<file path="config.mk">
export PLATFORM = sky130hd
export DESIGN_NAME = adc_config_register_bank
export DESIGN_NICKNAME = d
export VERILOG_FILES = /design/src/adc_cfg_pkg.sv /design/src/adc_config_register_bank.sv
export VERILOG_INCLUDE_DIRS = /design/src
export SDC_FILE = /design/constraint.sdc
export NUM_CORES = 1
export LEC_CHECK = 0
export ABC_AREA = 1
export BUFFER_PORTS_ARGS = -buffer_cell sky130_fd_sc_hd__buf_2
export CAP_MARGIN = 0
export CORE_MARGIN = 2
export CORE_UTILIZATION = 56
export DETAILED_ROUTE_END_ITERATION = 10
export GPL_ROUTABILITY_DRIVEN = 1
export PLACE_DENSITY_LB_ADDON = 0.2
export SYNTH_ARGS = -nofsm -noshare
export SYNTH_HDL_FRONTEND = slang
export SYNTH_SLANG_ARGS = --single-unit
</file>
<file path="constraint.sdc">
create_clock -name ref_clk -period 1.83 [get_ports ref_clk]
set_input_delay 0.0915 -clock ref_clk [delete_from_list [all_inputs] [get_ports ref_clk]]
set_output_delay 0.0915 -clock ref_clk [all_outputs]
set_load 0.01 [all_outputs]
</file>
<file path="src/adc_cfg_map.svh">
// Offsets, field positions, masks and reset values of the configuration bank
`ifndef ADC_CFG_MAP_SVH
`define ADC_CFG_MAP_SVH
`define OFF_STATUS 8'h00
`define OFF_GENERAL 8'h01
`define OFF_OUTDATA 8'h02
`define OFF_AVERAGING 8'h03
`define OFF_OPMODE 8'h04
`define OFF_CHANFN 8'h05
`define BIT_REF_EN 7
`define BIT_CRC_EN 6
`define BIT_RANGE 3
`define BIT_FORCE 2
`define BIT_CAL 1
`define BIT_SWRST 0
`define BIT_PATTERN 7
`define LSB_APPEND 4
`define LSB_CLKMODE 0
`define LSB_RATIO 0
`define BIT_OSC 4
`define LSB_CLKDIV 0
`define BIT_BROWNOUT 0
`define BIT_CHKERR 1
`define BIT_STAT_FIXED 7
`define MASK_GENERAL 8'hce
`define MASK_OUTDATA 8'hb3
`define MASK_AVERAGING 8'h07
`define MASK_OPMODE 8'h1f
`define MASK_CHANFN 8'hff
`define RST_GENERAL 8'h00
`define RST_OUTDATA 8'h00
`define RST_AVERAGING 8'h00
`define RST_OPMODE 8'h01
`define RST_CHANFN 8'h00
`define RST_BROWNOUT 1'b1
`define APPEND_RESERVED 2'h3
`define APPEND_CHAN_ID 2'h1
`define APPEND_STATUS 2'h2
`define DEBUG_PATTERN 16'ha5a5
`endif

</file>
<file path="src/adc_cfg_pkg.sv">
// Types shared by the configuration bank and its users
package adc_cfg_pkg;
  typedef struct packed {
    logic wr;
    logic rd;
    logic [7:0] addr;
    logic [7:0] wdata;
  } reg_req_t;

  typedef struct packed {
    logic valid;
    logic [15:0] data;
    logic [3:0] chan_id;
    logic [3:0] status;
  } conv_in_t;

  typedef struct packed {
    logic [7:0] general;
    logic [7:0] outdata;
    logic [7:0] averaging;
    logic [7:0] opmode;
    logic [7:0] chanfn;
    logic [7:0] gpio_mask;
    logic brownout;
    logic chkerr;
    logic cal_start;
    logic [7:0] rdata;
    logic rvalid;
    logic [15:0] dword;
    logic [3:0] dtail;
    logic dvalid;
    logic tvalid;
  } bank_state_t;
endpackage : adc_cfg_pkg

</file>
<file path="src/adc_config_register_bank.sv">
// Configuration register bank of an eight-channel converter with GPIO-capable channels
`include "adc_cfg_map.svh"
`timescale 1ns/1ps
`default_nettype none
module adc_config_register_bank
  import adc_cfg_pkg::*;
(
  input wire logic ref_clk,
  input wire logic nrst,
  input wire reg_req_t req,
  input wire conv_in_t conv,
  input wire logic cal_done,
  input wire logic brownout_event,
  input wire logic check_error_event,
  output logic [7:0] rd_data,
  output logic rd_valid,
  output logic ref_enable,
  output logic crc_enable,
  output logic range_double,
  output logic force_all_analog,
  output logic cal_busy,
  output logic cal_start,
  output logic debug_pattern_enable,
  output logic [1:0] append_mode,
  output logic [1:0] serial_clock_mode,
  output logic [2:0] averaging_ratio,
  output logic oscillator_select,
  output logic [3:0] clock_divider,
  output logic [7:0] channel_gpio_mask,
  output logic brownout_flag,
  output logic incoming_check_error_flag,
  output logic [15:0] data_word,
  output logic [3:0] data_tail,
  output logic data_valid,
  output logic tail_valid
);
  bank_state_t state_reg;
  bank_state_t state_next;
  logic wr_ok;

  // Power-up and software reset share these defaults
  function automatic bank_state_t defaults();
    bank_state_t d;
    d = '0;
    d.general = `RST_GENERAL;
    d.outdata = `RST_OUTDATA;
    d.averaging = `RST_AVERAGING;
    d.opmode = `RST_OPMODE;
    d.chanfn = `RST_CHANFN;
    d.gpio_mask = `RST_CHANFN;
    d.brownout = `RST_BROWNOUT;
    return d;
  endfunction : defaults

  always_comb begin
    state_next = state_reg;
    state_next.rvalid = 1'b0;
    state_next.cal_start = 1'b0;
    state_next.dvalid = 1'b0;
    state_next.tvalid = 1'b0;
    // Status and general stay writable so software can recover from a check error
    wr_ok = req.wr && (!state_reg.chkerr || req.addr == `OFF_STATUS ||
                       req.addr == `OFF_GENERAL);
    // Completion clears first so a fresh start in the same cycle wins
    if (cal_done) begin
      state_next.general[`BIT_CAL] = 1'b0;
    end
    if (wr_ok) begin
      if (req.addr == `OFF_STATUS) begin
        if (req.wdata[`BIT_BROWNOUT]) begin
          state_next.brownout = 1'b0;
        end
        if (req.wdata[`BIT_CHKERR]) begin
          state_next.chkerr = 1'b0;
        end
      end else if (req.addr == `OFF_GENERAL) begin
        if (req.wdata[`BIT_SWRST]) begin
          state_next = defaults();
          state_next.brownout = 1'b1;
        end else begin
          state_next.general = req.wdata & `MASK_GENERAL;
          // A general write without the reset bit cannot abort a running calibration; a software reset clears it
          state_next.general[`BIT_CAL] = state_reg.general[`BIT_CAL] && !cal_done ||
                                         req.wdata[`BIT_CAL];
          state_next.cal_start = req.wdata[`BIT_CAL] &&
                                 (!state_reg.general[`BIT_CAL] || cal_done);
        end
      end else if (req.addr == `OFF_OUTDATA) begin
        state_next.outdata = req.wdata & `MASK_OUTDATA;
        // A reserved append code is refused and the old code kept
        if (req.wdata[`LSB_APPEND +: 2] == `APPEND_RESERVED) begin
          state_next.outdata[`LSB_APPEND +: 2] = state_reg.outdata[`LSB_APPEND +: 2];
        end
      end else if (req.addr == `OFF_AVERAGING) begin
        state_next.averaging = req.wdata & `MASK_AVERAGING;
      end else if (req.addr == `OFF_OPMODE) begin
        state_next.opmode = req.wdata & `MASK_OPMODE;
      end else if (req.addr == `OFF_CHANFN) begin
        state_next.chanfn = req.wdata & `MASK_CHANFN;
      end
    end
    // Events set after any clear, so a flag raised during its clear survives
    if (brownout_event) begin
      state_next.brownout = 1'b1;
    end
    if (check_error_event && state_reg.general[`BIT_CRC_EN]) begin
      state_next.chkerr = 1'b1;
    end
    if (req.rd) begin
      state_next.rvalid = 1'b1;
      if (req.addr == `OFF_STATUS) begin
        state_next.rdata = 8'h00;
        state_next.rdata[`BIT_STAT_FIXED] = 1'b1;
        state_next.rdata[`BIT_CHKERR] = state_reg.chkerr;
        state_next.rdata[`BIT_BROWNOUT] = state_reg.brownout;
      end else if (req.addr == `OFF_GENERAL) begin
        state_next.rdata = state_reg.general;
      end else if (req.addr == `OFF_OUTDATA) begin
        state_next.rdata = state_reg.outdata;
      end else if (req.addr == `OFF_AVERAGING) begin
        state_next.rdata = state_reg.averaging;
      end else if (req.addr == `OFF_OPMODE) begin
        state_next.rdata = state_reg.opmode;
      end else if (req.addr == `OFF_CHANFN) begin
        state_next.rdata = state_reg.chanfn;
      end else begin
        state_next.rdata = 8'h00;
      end
    end
    if (conv.valid) begin
      state_next.dvalid = 1'b1;
      state_next.dword = state_reg.outdata[`BIT_PATTERN] ? `DEBUG_PATTERN : conv.data;
      state_next.tvalid = state_reg.outdata[`LSB_APPEND +: 2] != 2'h0;
      if (state_reg.outdata[`LSB_APPEND +: 2] == `APPEND_CHAN_ID) begin
        state_next.dtail = conv.chan_id;
      end else if (state_reg.outdata[`LSB_APPEND +: 2] == `APPEND_STATUS) begin
        state_next.dtail = conv.status;
      end else begin
        state_next.dtail = 4'h0;
      end
    end
    // Force overrides the per-channel choice without disturbing the stored value
    state_next.gpio_mask = state_next.chanfn &
                           {8{!state_next.general[`BIT_FORCE]}};
  end

  always_ff @(posedge ref_clk) begin
    if (!nrst) begin
      state_reg <= defaults();
    end else begin
      state_reg <= state_next;
    end
  end

  assign rd_data = state_reg.rdata;
  assign rd_valid = state_reg.rvalid;
  assign ref_enable = state_reg.general[`BIT_REF_EN];
  assign crc_enable = state_reg.general[`BIT_CRC_EN];
  assign range_double = state_reg.general[`BIT_RANGE];
  assign force_all_analog = state_reg.general[`BIT_FORCE];
  assign cal_busy = state_reg.general[`BIT_CAL];
  assign cal_start = state_reg.cal_start;
  assign debug_pattern_enable = state_reg.outdata[`BIT_PATTERN];
  assign append_mode = state_reg.outdata[`LSB_APPEND +: 2];
  assign serial_clock_mode = state_reg.outdata[`LSB_CLKMODE +: 2];
  assign averaging_ratio = state_reg.averaging[`LSB_RATIO +: 3];
  assign oscillator_select = state_reg.opmode[`BIT_OSC];
  assign clock_divider = state_reg.opmode[`LSB_CLKDIV +: 4];
  assign channel_gpio_mask = state_reg.gpio_mask;
  assign brownout_flag = state_reg.brownout;
  assign incoming_check_error_flag = state_reg.chkerr;
  assign data_word = state_reg.dword;
  assign data_tail = state_reg.dtail;
  assign data_valid = state_reg.dvalid;
  assign tail_valid = state_reg.tvalid;

  logic gen_wr;
  assign gen_wr = wr_ok && req.addr == `OFF_GENERAL && !req.wdata[`BIT_SWRST];

  // Software reset write, kept apart so other properties can exclude it
  logic sw_rst_wr;
  assign sw_rst_wr = wr_ok && req.addr == `OFF_GENERAL && req.wdata[`BIT_SWRST];
endmodule : adc_config_register_bank
`default_nettype wire

</file>
# Word-level counts from Yosys, hierarchy flattened
# Cells that the tools add are included.
[word_totals]
regBits = 82
in_bits = 48
out_inout_bits = 60
word_cells = 110
[op_classes]
eq_ne = 16
muxes = 34
n_bitwise = 5
reduce_logical = 38
[op_table]
columns = ["op", "count"]
rows = [
  ["8-bit 2-to-1 mux", 12],
  ["42-bit 2-to-1 mux", 2],
  ["77-bit 2-to-1 mux", 1],
  ["32-bit 2-to-1 mux", 2],
  ["43-bit 2-to-1 mux", 1],
  ["16-bit 2-to-1 mux", 2],
  ["31-bit 2-to-1 mux", 1],
  ["24-bit 2-to-1 mux", 1],
  ["2-bit nonzero test", 12],
  ["22-bit 2-to-1 mux", 1],
  ["4-bit AND reduction", 5],
  ["8-bit by 2-bit equality test with 1-bit output (second input constant)", 2],
  ["8-bit by 3-bit equality test with 1-bit output (second input constant)", 2],
  ["2-bit != test (second input constant)", 7],
  ["5-bit AND reduction", 2],
  ["9-bit 2-to-1 mux", 1],
  ["8-bit bitwise AND", 1],
  ["8-bit by 1-bit equality test with 1-bit output (second input constant)", 1],
  ["8-bit zero test", 1],
  ["4-bit 2-to-1 mux", 2],
  ["6-bit AND reduction", 1],
  ["3-bit nonzero test", 2],
  ["1-bit 2-to-1 mux", 5],
  ["5-bit OR reduction", 1],
  ["11 further kinds", 25],
]

# Longest topological paths before layout
# Gate-level depths: netlist of the first run.
[depth]
ltp_word = 10
mapped_depth = 12
depth_no_buf = 12

# Worst setup path before layout of the first run
# Ideal clock, no wire load.
[synth_timing]
kind = "input port to flip-flop"
startpoint = "input port req[12] (netlist bit)"
endpoint = "register state_reg, in the netlist data_tail[1]"
setup_ps = 132
arrival_ps = 1105
t_required_ps = 1698
setup_slack_ps = 593
stages = 11
n_path_buf = 1
path_cell_list = "inv_1 nand2_1 nor2_8 nand2_4 nor2_8 nand2_4 nand2_2 inv_2 buf_6 nand2_1 a21oi_1"
[synth_between]
elab_chain_cells = 6
word_cells_on_any_way = 9
classes_between = "2 x eq/ne; 7 x reduce/logical"
[synth_lines]
columns = ["element", "line", "text"]
rows = [
  ["start: declaration", "adc_config_register_bank.sv:10", "input wire reg_req_t req,"],
  ["8-bit zero test (no source line)", "--", ""],
  ["1-bit logical OR (no source line) (2 in a row)", "--", ""],
  ["1-bit logical AND", "adc_config_register_bank.sv:62", "wr_ok = req.wr && (!state_reg.chkerr || req.addr == `OFF_STATUS ||"],
  ["2-bit nonzero test (no source line)", "--", ""],
  ["4-bit AND reduction (no source line) *", "--", ""],
  ["end signal: assignment", "adc_config_register_bank.sv:149", "state_reg <= defaults();"],
  ["end signal: assignment", "adc_config_register_bank.sv:151", "state_reg <= state_next;"],
  ["end: declaration", "adc_config_register_bank.sv:37", "bank_state_t state_reg;"],
]
# Every way passes the cells marked *; elsewhere a longest branch is shown, timed or not.
# A chain may end at the register's enable or synchronous reset.

# Final worst setup path of the first run
[layout_timing]
startpoint = "register state_reg, in the netlist incoming_check_error_flag"
endpoint = "register state_reg, in the netlist channel_gpio_mask[1]"
[layout_between]
elab_chain_cells = 7
[layout_lines]
columns = ["element", "line", "text"]
rows = [
  ["1-bit zero test *", "adc_config_register_bank.sv:62", ""],
  ["1-bit logical OR (no source line) * (2 in a row)", "--", ""],
  ["1-bit logical AND *", "adc_config_register_bank.sv:62", ""],
  ["77-bit 2-to-1 mux *", "adc_config_register_bank.sv:68", "if (wr_ok) begin"],
  ["1-bit zero test", "adc_config_register_bank.sv:144", "{8{!state_next.general[`BIT_FORCE]}};"],
  ["8-bit bitwise AND *", "adc_config_register_bank.sv:143", "state_next.gpio_mask = state_next.chanfn &"],
]
# Every way passes the cells marked *; elsewhere a longest branch is shown, timed or not. The select of a mux whose other input is x is not followed.

==> run metrics, run 1 <==
Clock Latency Late Sink=0.35 ns; outcome=complete, no violations; Synth area leader=dfxtp_1; post-CTS setup buffers=0; DRT met1 WL=4050 um; net load switching power=0.0008205 W; FP Rows=29; fmax=774.7 MHz; most area-consuming cells after synthesis=dfxtp_1 38%, nand2_1 14%, buf_4 10%, nand3_1 6.5%, o21ai_0 4.7%; Post-Syn Instances=510; global-route wire length before repair=15,120 um; hold crit path type=in2reg; WL/cell=14.45 um; vias in the first global route=3,174; total vias in the final route=3,510; Tmin final=1.291 ns; maximum resistive drop on vdd=492.1 uV; Final Total Pwr=0.003276 W; H-tree levels=3; Syn-to-layout area delta=15.24%; initial antenna violation count=0; worst-margin pin slew=0.3354 ns; clk sinks=68; WL final=9579 um; Cell Pwr Density=789.0 nW/um^2; WP data required=2.07 ns; Tcrit/Tclk final=70.54%; WP buf/inv=2; Clk network pwr share=42.6%; crit end category=flop; Top FF cell, synth=dfxtp_1; max_slew headroom=77.62%; Clock Tree Buf Depth=2; Worst-path clk slew=0.08 ns; Logic pwr share=10.4%; cell area after synthesis=3603 um^2; global route total overflow=0; fraction of layout cells with a size suffix above 1=27.47%; wire length on met3=729 um; post-route setup TNS=0 ns; Post-Syn Nets=558; nets=629; unrepaired setup endpoints after global routing=no; placed cell areas=3837 um^2; startpoint types=flop; Yosys top cell area share=37.78%; Layout Skew=0.008483 ns; drt pass-1 iters=5; internal power=0.002456 W; Distinct cells, synth=36; Root Buffer Master=clkbuf_8; CTS buffer count=9; Vias per Instance=5.294; Setup-failing EPs final=0; initial DRC count=241; Tot GR Track Use=26.81%; Final Hold Viols=0; crit-path cells=inv_1 > nand2_1 > nand2_8 > nand2_1 > o21ai_2 > inv_2 > nor2_1; Max Cap Viol=0; core area=6277 um^2; fin. max-slew vios=0; CP most frequent cell=nand2_1; io pins=108; met2 wire length=4700 um; async set-reset flop share out of synthesis=0%; Filler cells=587; DR top layer=met4; part of the power in registers=47.0%; Critical Path AT=1.53 ns; Synth Register Bits=68; slowest CP cell=dfxtp_1; chip height=84.22 um; die area=7092 um^2; delay of the slowest cell on the worst path=0.43 ns; Initial Util=57.40%; critical path fanouts, max=18; post-detailed-route count of antenna-violating nets=0; CP top delay family=simple AND/OR/NAND/NOR gates; DRC Markers=0; number of flops mapped to enable cells by yosys=0; CTS tree=built; HPWL after DPL=6903 um; Final Instance Area=4153 um^2; GP Congestion=0.8849; largest net degree at the start of global routing=28; final core utilization=66.16%; Critical Setup Path Class=reg2reg; max FFs per register=16; antenna fix cells=0; switching share of total power=25.04%; register area share after synthesis=37.78%; Yosys warnings=0; Leakage=2.207 nW; Hold Worst Slack=0.01741 ns; Die W=84.22 um; synthesized area per cell=7.066 um^2; PortBufs=107
==> cells in the mapped netlist, types with 2 or more instances <==
library cell    n
nor2_1         38
nand2_2         5
nand3b_1        6
nand2_1       138
buf_6           3
inv_2           7
nor3_1          3
o21ai_0        34
dfxtp_1        68
a31o_2          3
nand2_4         6
buf_1           2
buf_2           3
o211ai_1        2
inv_1          37
nand3_1        47
nor2_8          2
buf_4          50
o22ai_1         2
nor2_4          2
nand4_1         6
clkbuf_1        5
a21oi_1        28
==> layout make-up <==
type	instances	area [um^2]	share of cell area, %
Multi-Input combinational cell	334	1623	39.08
Clock inverter	6	87.58	2.109
Tap cell	77	96.34	2.320
Timing Repair Buffer	123	678.2	16.33
Inverter	45	168.9	4.067
Sequential cell	68	1361	32.78
Clock buffer	10	137.6	3.314
==> worst paths after layout <==
check | from | end | slack [ns] | cells past startpoint
worst max-delay path | incoming_check_error_flag$_SDFFE_PN0P_ | channel_gpio_mask[1]$_SDFF_PN0_ | 0.54 | 7
worst min-delay path | conv[22] | data_word[14]$_SDFFE_PN0P_ | 0.02 | 3
worst max register to register | incoming_check_error_flag$_SDFFE_PN0P_ | channel_gpio_mask[1]$_SDFF_PN0_ | 0.54 | 7
worst min register to register | rd_data[1]$_SDFFE_PN0P_ | rd_data[1]$_SDFFE_PN0P_ | 0.46 | 2
==> cells by family (layout without fill, tap and decap cells) <==
kind of cell | after synthesis | count (layout) | share of synthesized area [%]
buffers and inverters | 108 | 184 | 17.19
AOI/OAI and AO/OA | 74 | 74 | 11.18
DFF | 68 | 68 | 37.78
and+or+nand+nor | 260 | 260 | 33.85
==> through the flow <==
step / instances / worst slack (ns)
finish: 663 / 0.5392
global route: 663 / 0.4335
CTS: 663 / 0.5389
detailed placement: 638 / 0.2337
global placement: 638 / 0.2780
floorplan: 510 / 0.5926
==> power groups by stage <==
stage,clock (W),sequential (W),combinational [W]
4_1_cts,0.00141,0.00154,0.000340
2_1_floorplan,0,0.00157,0.000227
3_5_place_dp,0,0.00157,0.000323
6_report,0.00140,0.00154,0.000341
5_1_grt,0.00148,0.00154,0.000379
3_3_place_gp,0,0.00157,0.000319
==> layout by cell type (no fill, tap or decap), drive strengths merged, types with 2 or more instances in the layout <==
cell type    count
dfxtp           68
nand3b           6
clkbuf          10
nor2            43
nand4            6
o21ai           35
nor3             4
buf            114
o22ai            2
bufinv           2
a21oi           28
o211ai           2
dlygate4sd3      9
nand2          150
clkinv           5
a31o             3
nand3           48
inv             44
==> metal layers <==
metal / vias up / GRT usage, %
met2: 149 / 45.02
met5: - / 0
met4: 0 / 7.625
li1: 1738 / -
met3: 12 / 6.293
met1: 1611 / 34.55
==> worst min-delay path: cells and delay by family <==
family	cells	cell delay [ns]
buffers and inverters	1	0.09
and+or+nand+nor	1	0.07
AOI/OAI and AO/OA	1	0.06
==> repair_timing <==
action	CTS	global route
endpoints found under the hold margin	9	0
resized for setup	0	0
hold buffers	9	0
Power figures use the tool's default switching activity.
==> run 2: changes to the inputs <==
ABC_AREA = 0   (was 1)
CORE_UTILIZATION = 51   (was 56)
clock period = 1.3 ns   (was 1.83 ns; I/O delays follow)
==> run 2 against run 1 <==
The run now ends with negative setup slack left. Largest power group unchanged. Critical path depth decreased by 1. Synthesized cell count is 24% lower. Worst setup slack lost 0.56 ns. Non-clock buffer count increased by 72. Core utilization rose by 7.1 points. Clock skew is essentially flat. Final cell count down 8.4%. Synthesized area down 8.1%. Power rose by 46%. Global-route usage is 0.99 points higher. Sequential share of layout area decreased by 3.3 points. Die area is 0.88% higher.
==> run metrics, run 2 <==
Synth Register Bits=68; DRC Markers=0; Tcrit/Tclk final=102.0%; Yosys warnings=0; hold crit path type=in2reg; Final Hold Viols=0; crit end category=flop; Die W=84.59 um; outcome=finished, violations left; WL final=9974 um; Tmin final=1.326 ns; top cells by count, synth=68 x dfxtp_1, 47 x buf_4, 34 x a21oi_1; number of flops mapped to enable cells by yosys=0; WL/cell=16.43 um; switching share of total power=22.82%; Post-Syn Instances=386; antenna fix cells=0; commonest cells after routing, fill and taps aside=107 x buf_2, 66 x dfxtp_1, 61 x buf_4, 29 x nand2_1, 27 x a21oi_1; top-count cell post-synth=dfxtp_1; max FFs per register=16; fraction of layout cells with a size suffix above 1=42.08%; Yosys top cell area share=41.10%; WP buf/inv=2; core area=6314 um^2; die area=7155 um^2; final worst setup slack=-0.02559 ns; global route total overflow=0; Initial Util=52.46%; fmax=754.4 MHz; Clock Tree Buf Depth=2; Logic pwr share=11.8%; startpoint types=flop; critical path fanouts, max=5; HPWL after DPL=7227 um; Critical Path AT=1.61 ns; Cell Pwr Density=1037 nW/um^2; maximum resistive drop on vdd=923.7 uV; initial DRC count=257; Clock Latency Late Sink=0.35 ns; largest net degree at the start of global routing=22; CTS buffer count=9; most common cell after layout, fill and taps aside=buf_2; global-route wire length before repair=15,550 um; Tot GR Track Use=27.80%; total vias in the final route=3,352; chip height=84.59 um; failing checks=negative setup slack; Leakage=2.157 nW; fin. max-slew vios=0; H-tree levels=3; PortBufs=107; R2R Path Start=incoming_check_error_flag$_SDFFE_PN0P_; max_slew headroom=65.29%; internal power=0.003703 W; CTS tree=built; nets=574; Worst-path clk slew=0.07 ns; crit path launch=incoming_check_error_flag$_SDFFE_PN0P_; Distinct cells, synth=52; unrepaired setup endpoints after global routing=yes; worst-margin pin slew=0.5196 ns; net load switching power=0.001095 W; drt pass-1 iters=4; register area share after synthesis=41.10%; FP Rows=29; Syn-to-layout area delta=39.63%; crit-path cells=buf_6 > nand3b_1 > nor4_4 > buf_4 > nand2_1 > a21oi_2; post-detailed-route count of antenna-violating nets=0; initial antenna violation count=0; Vias per Instance=5.522; cell area after synthesis=3312 um^2; Root Buffer Master=clkbuf_8; GP Congestion=1.002; Final Total Pwr=0.004798 W; async set-reset flop share out of synthesis=0%; part of the power in registers=44.5%; clk sinks=68; Synth area leader=dfxtp_1; most area-consuming cells after synthesis=dfxtp_1 41%, buf_4 11%, a21oi_1 5.1%, nand2_1 3.6%, o21ai_0 3.3%; synthesized area per cell=8.580 um^2; delay of the slowest cell on the worst path=0.34 ns; Layout Cells excl Fill=607; Top FF cell, synth=dfxtp_1; placed insts=567; Setup-failing EPs final=5; Post-Syn Nets=434; slowest CP cell=dfxtp_2; WP data required=1.58 ns; min-delay src=check_error_event; Filler cells=508; vias in the first global route=3,123; Max Cap Viol=0; Clk network pwr share=43.7%; Layout Skew=0.008159 ns; Critical Setup Path Class=reg2reg; CP top delay family=simple AND/OR/NAND/NOR gates; io pins=108
-- run 2: cell count changes after synthesis, moves of 7 or more --
cell | before | now
clkbuf_1 | 5 | 13
o21ai_0 | 34 | 22
nand3_1 | 47 | 20
nor2_1 | 38 | 26
nor2b_1 | 0 | 11
a22oi_1 | 0 | 9
mux2i_1 | 0 | 8
a22o_1 | 0 | 8
inv_2 | 7 | 0
nand2_1 | 138 | 32
inv_1 | 37 | 4
-- run 2: layout make-up --
class                   count  area (um^2)  area share [%]
clock buffers              10        137.6           2.976
repair buffers            195         1279           27.65
inverters                   5        18.77          0.4058
clock inverters             5        100.1           2.164
well taps                  77        96.34           2.083
multi-input cells         247         1629           35.23
flip-flops and latches     68         1364           29.49
-- run 2: worst min-delay path, delay by kind of cell --
family          cells  cell delay, ns
buf+inv             1            0.10
simple gates        1            0.09
compound gates      1            0.07
-- run 2: routing by layer --
metal  wire length, um  vias to the layer above  track usage [%]
met5                 0                        -                0
met4               197                        0            9.091
met3               644                       19            6.391
met2              4882                      133            46.53
met1              4249                     1590            35.50
li1                  -                     1610                -
-- run 2: power by group through the flow --
stage,Combinational [W],Sequential [W],Clock [W]
5_1_grt,0.000613,0.00214,0.00220
3_5_place_dp,0.000487,0.00218,0
6_report,0.000567,0.00213,0.00210
3_3_place_gp,0.000481,0.00218,0
2_1_floorplan,0.000256,0.00218,0
4_1_cts,0.000543,0.00213,0.00211
-- run 2: worst paths after layout --
check / endpoint / slack, ns / cells past startpoint
worst min register to register: rd_data[3]$_SDFFE_PN0P_ / 0.45 / 2
worst max register to register: channel_gpio_mask[6]$_SDFF_PN0_ / -0.03 / 6
worst max-delay path: channel_gpio_mask[6]$_SDFF_PN0_ / -0.03 / 6
worst min-delay path: incoming_check_error_flag$_SDFFE_PN0P_ / 0.01 / 3
-- run 2: kinds of logic (layout without fill, tap and decap cells) --
group	count (synthesis)	count (layout)	share of synthesized area [%]
xor gates and xnor gates	1	1	0.2645
DFF	68	68	41.10
muxes	11	11	3.551
and+or+nand+nor	134	134	22.14
buffers and inverters	71	215	13.41
AOI/OAI and AO/OA	101	101	19.53
-- run 2: repair_timing --
item,CTS,global route
setup buffers,1,2
hold buffers,22,0
endpoints found under the setup margin,13,28
hold endpoints to repair,25,0
resized for setup,10,22
pin swaps,2,7
-- run 2: stage by stage --
step	utilization, %	hold slack, ns	area (um^2)	setup slack (ns)	TNS [ns]
after floorplan	-	0.1751	3326	-0.1920	-1.009
after global placement	63.61	0.2561	4016	-0.2833	-7.619
after global routing	73.25	0.02142	4624	-0.08146	-0.4976
after detailed placement	63.61	0.2591	4016	-0.2983	-8.397
final	73.25	0.01100	4624	-0.02559	-0.07466
after CTS	71.54	0.005902	4517	-0.05080	-0.1784
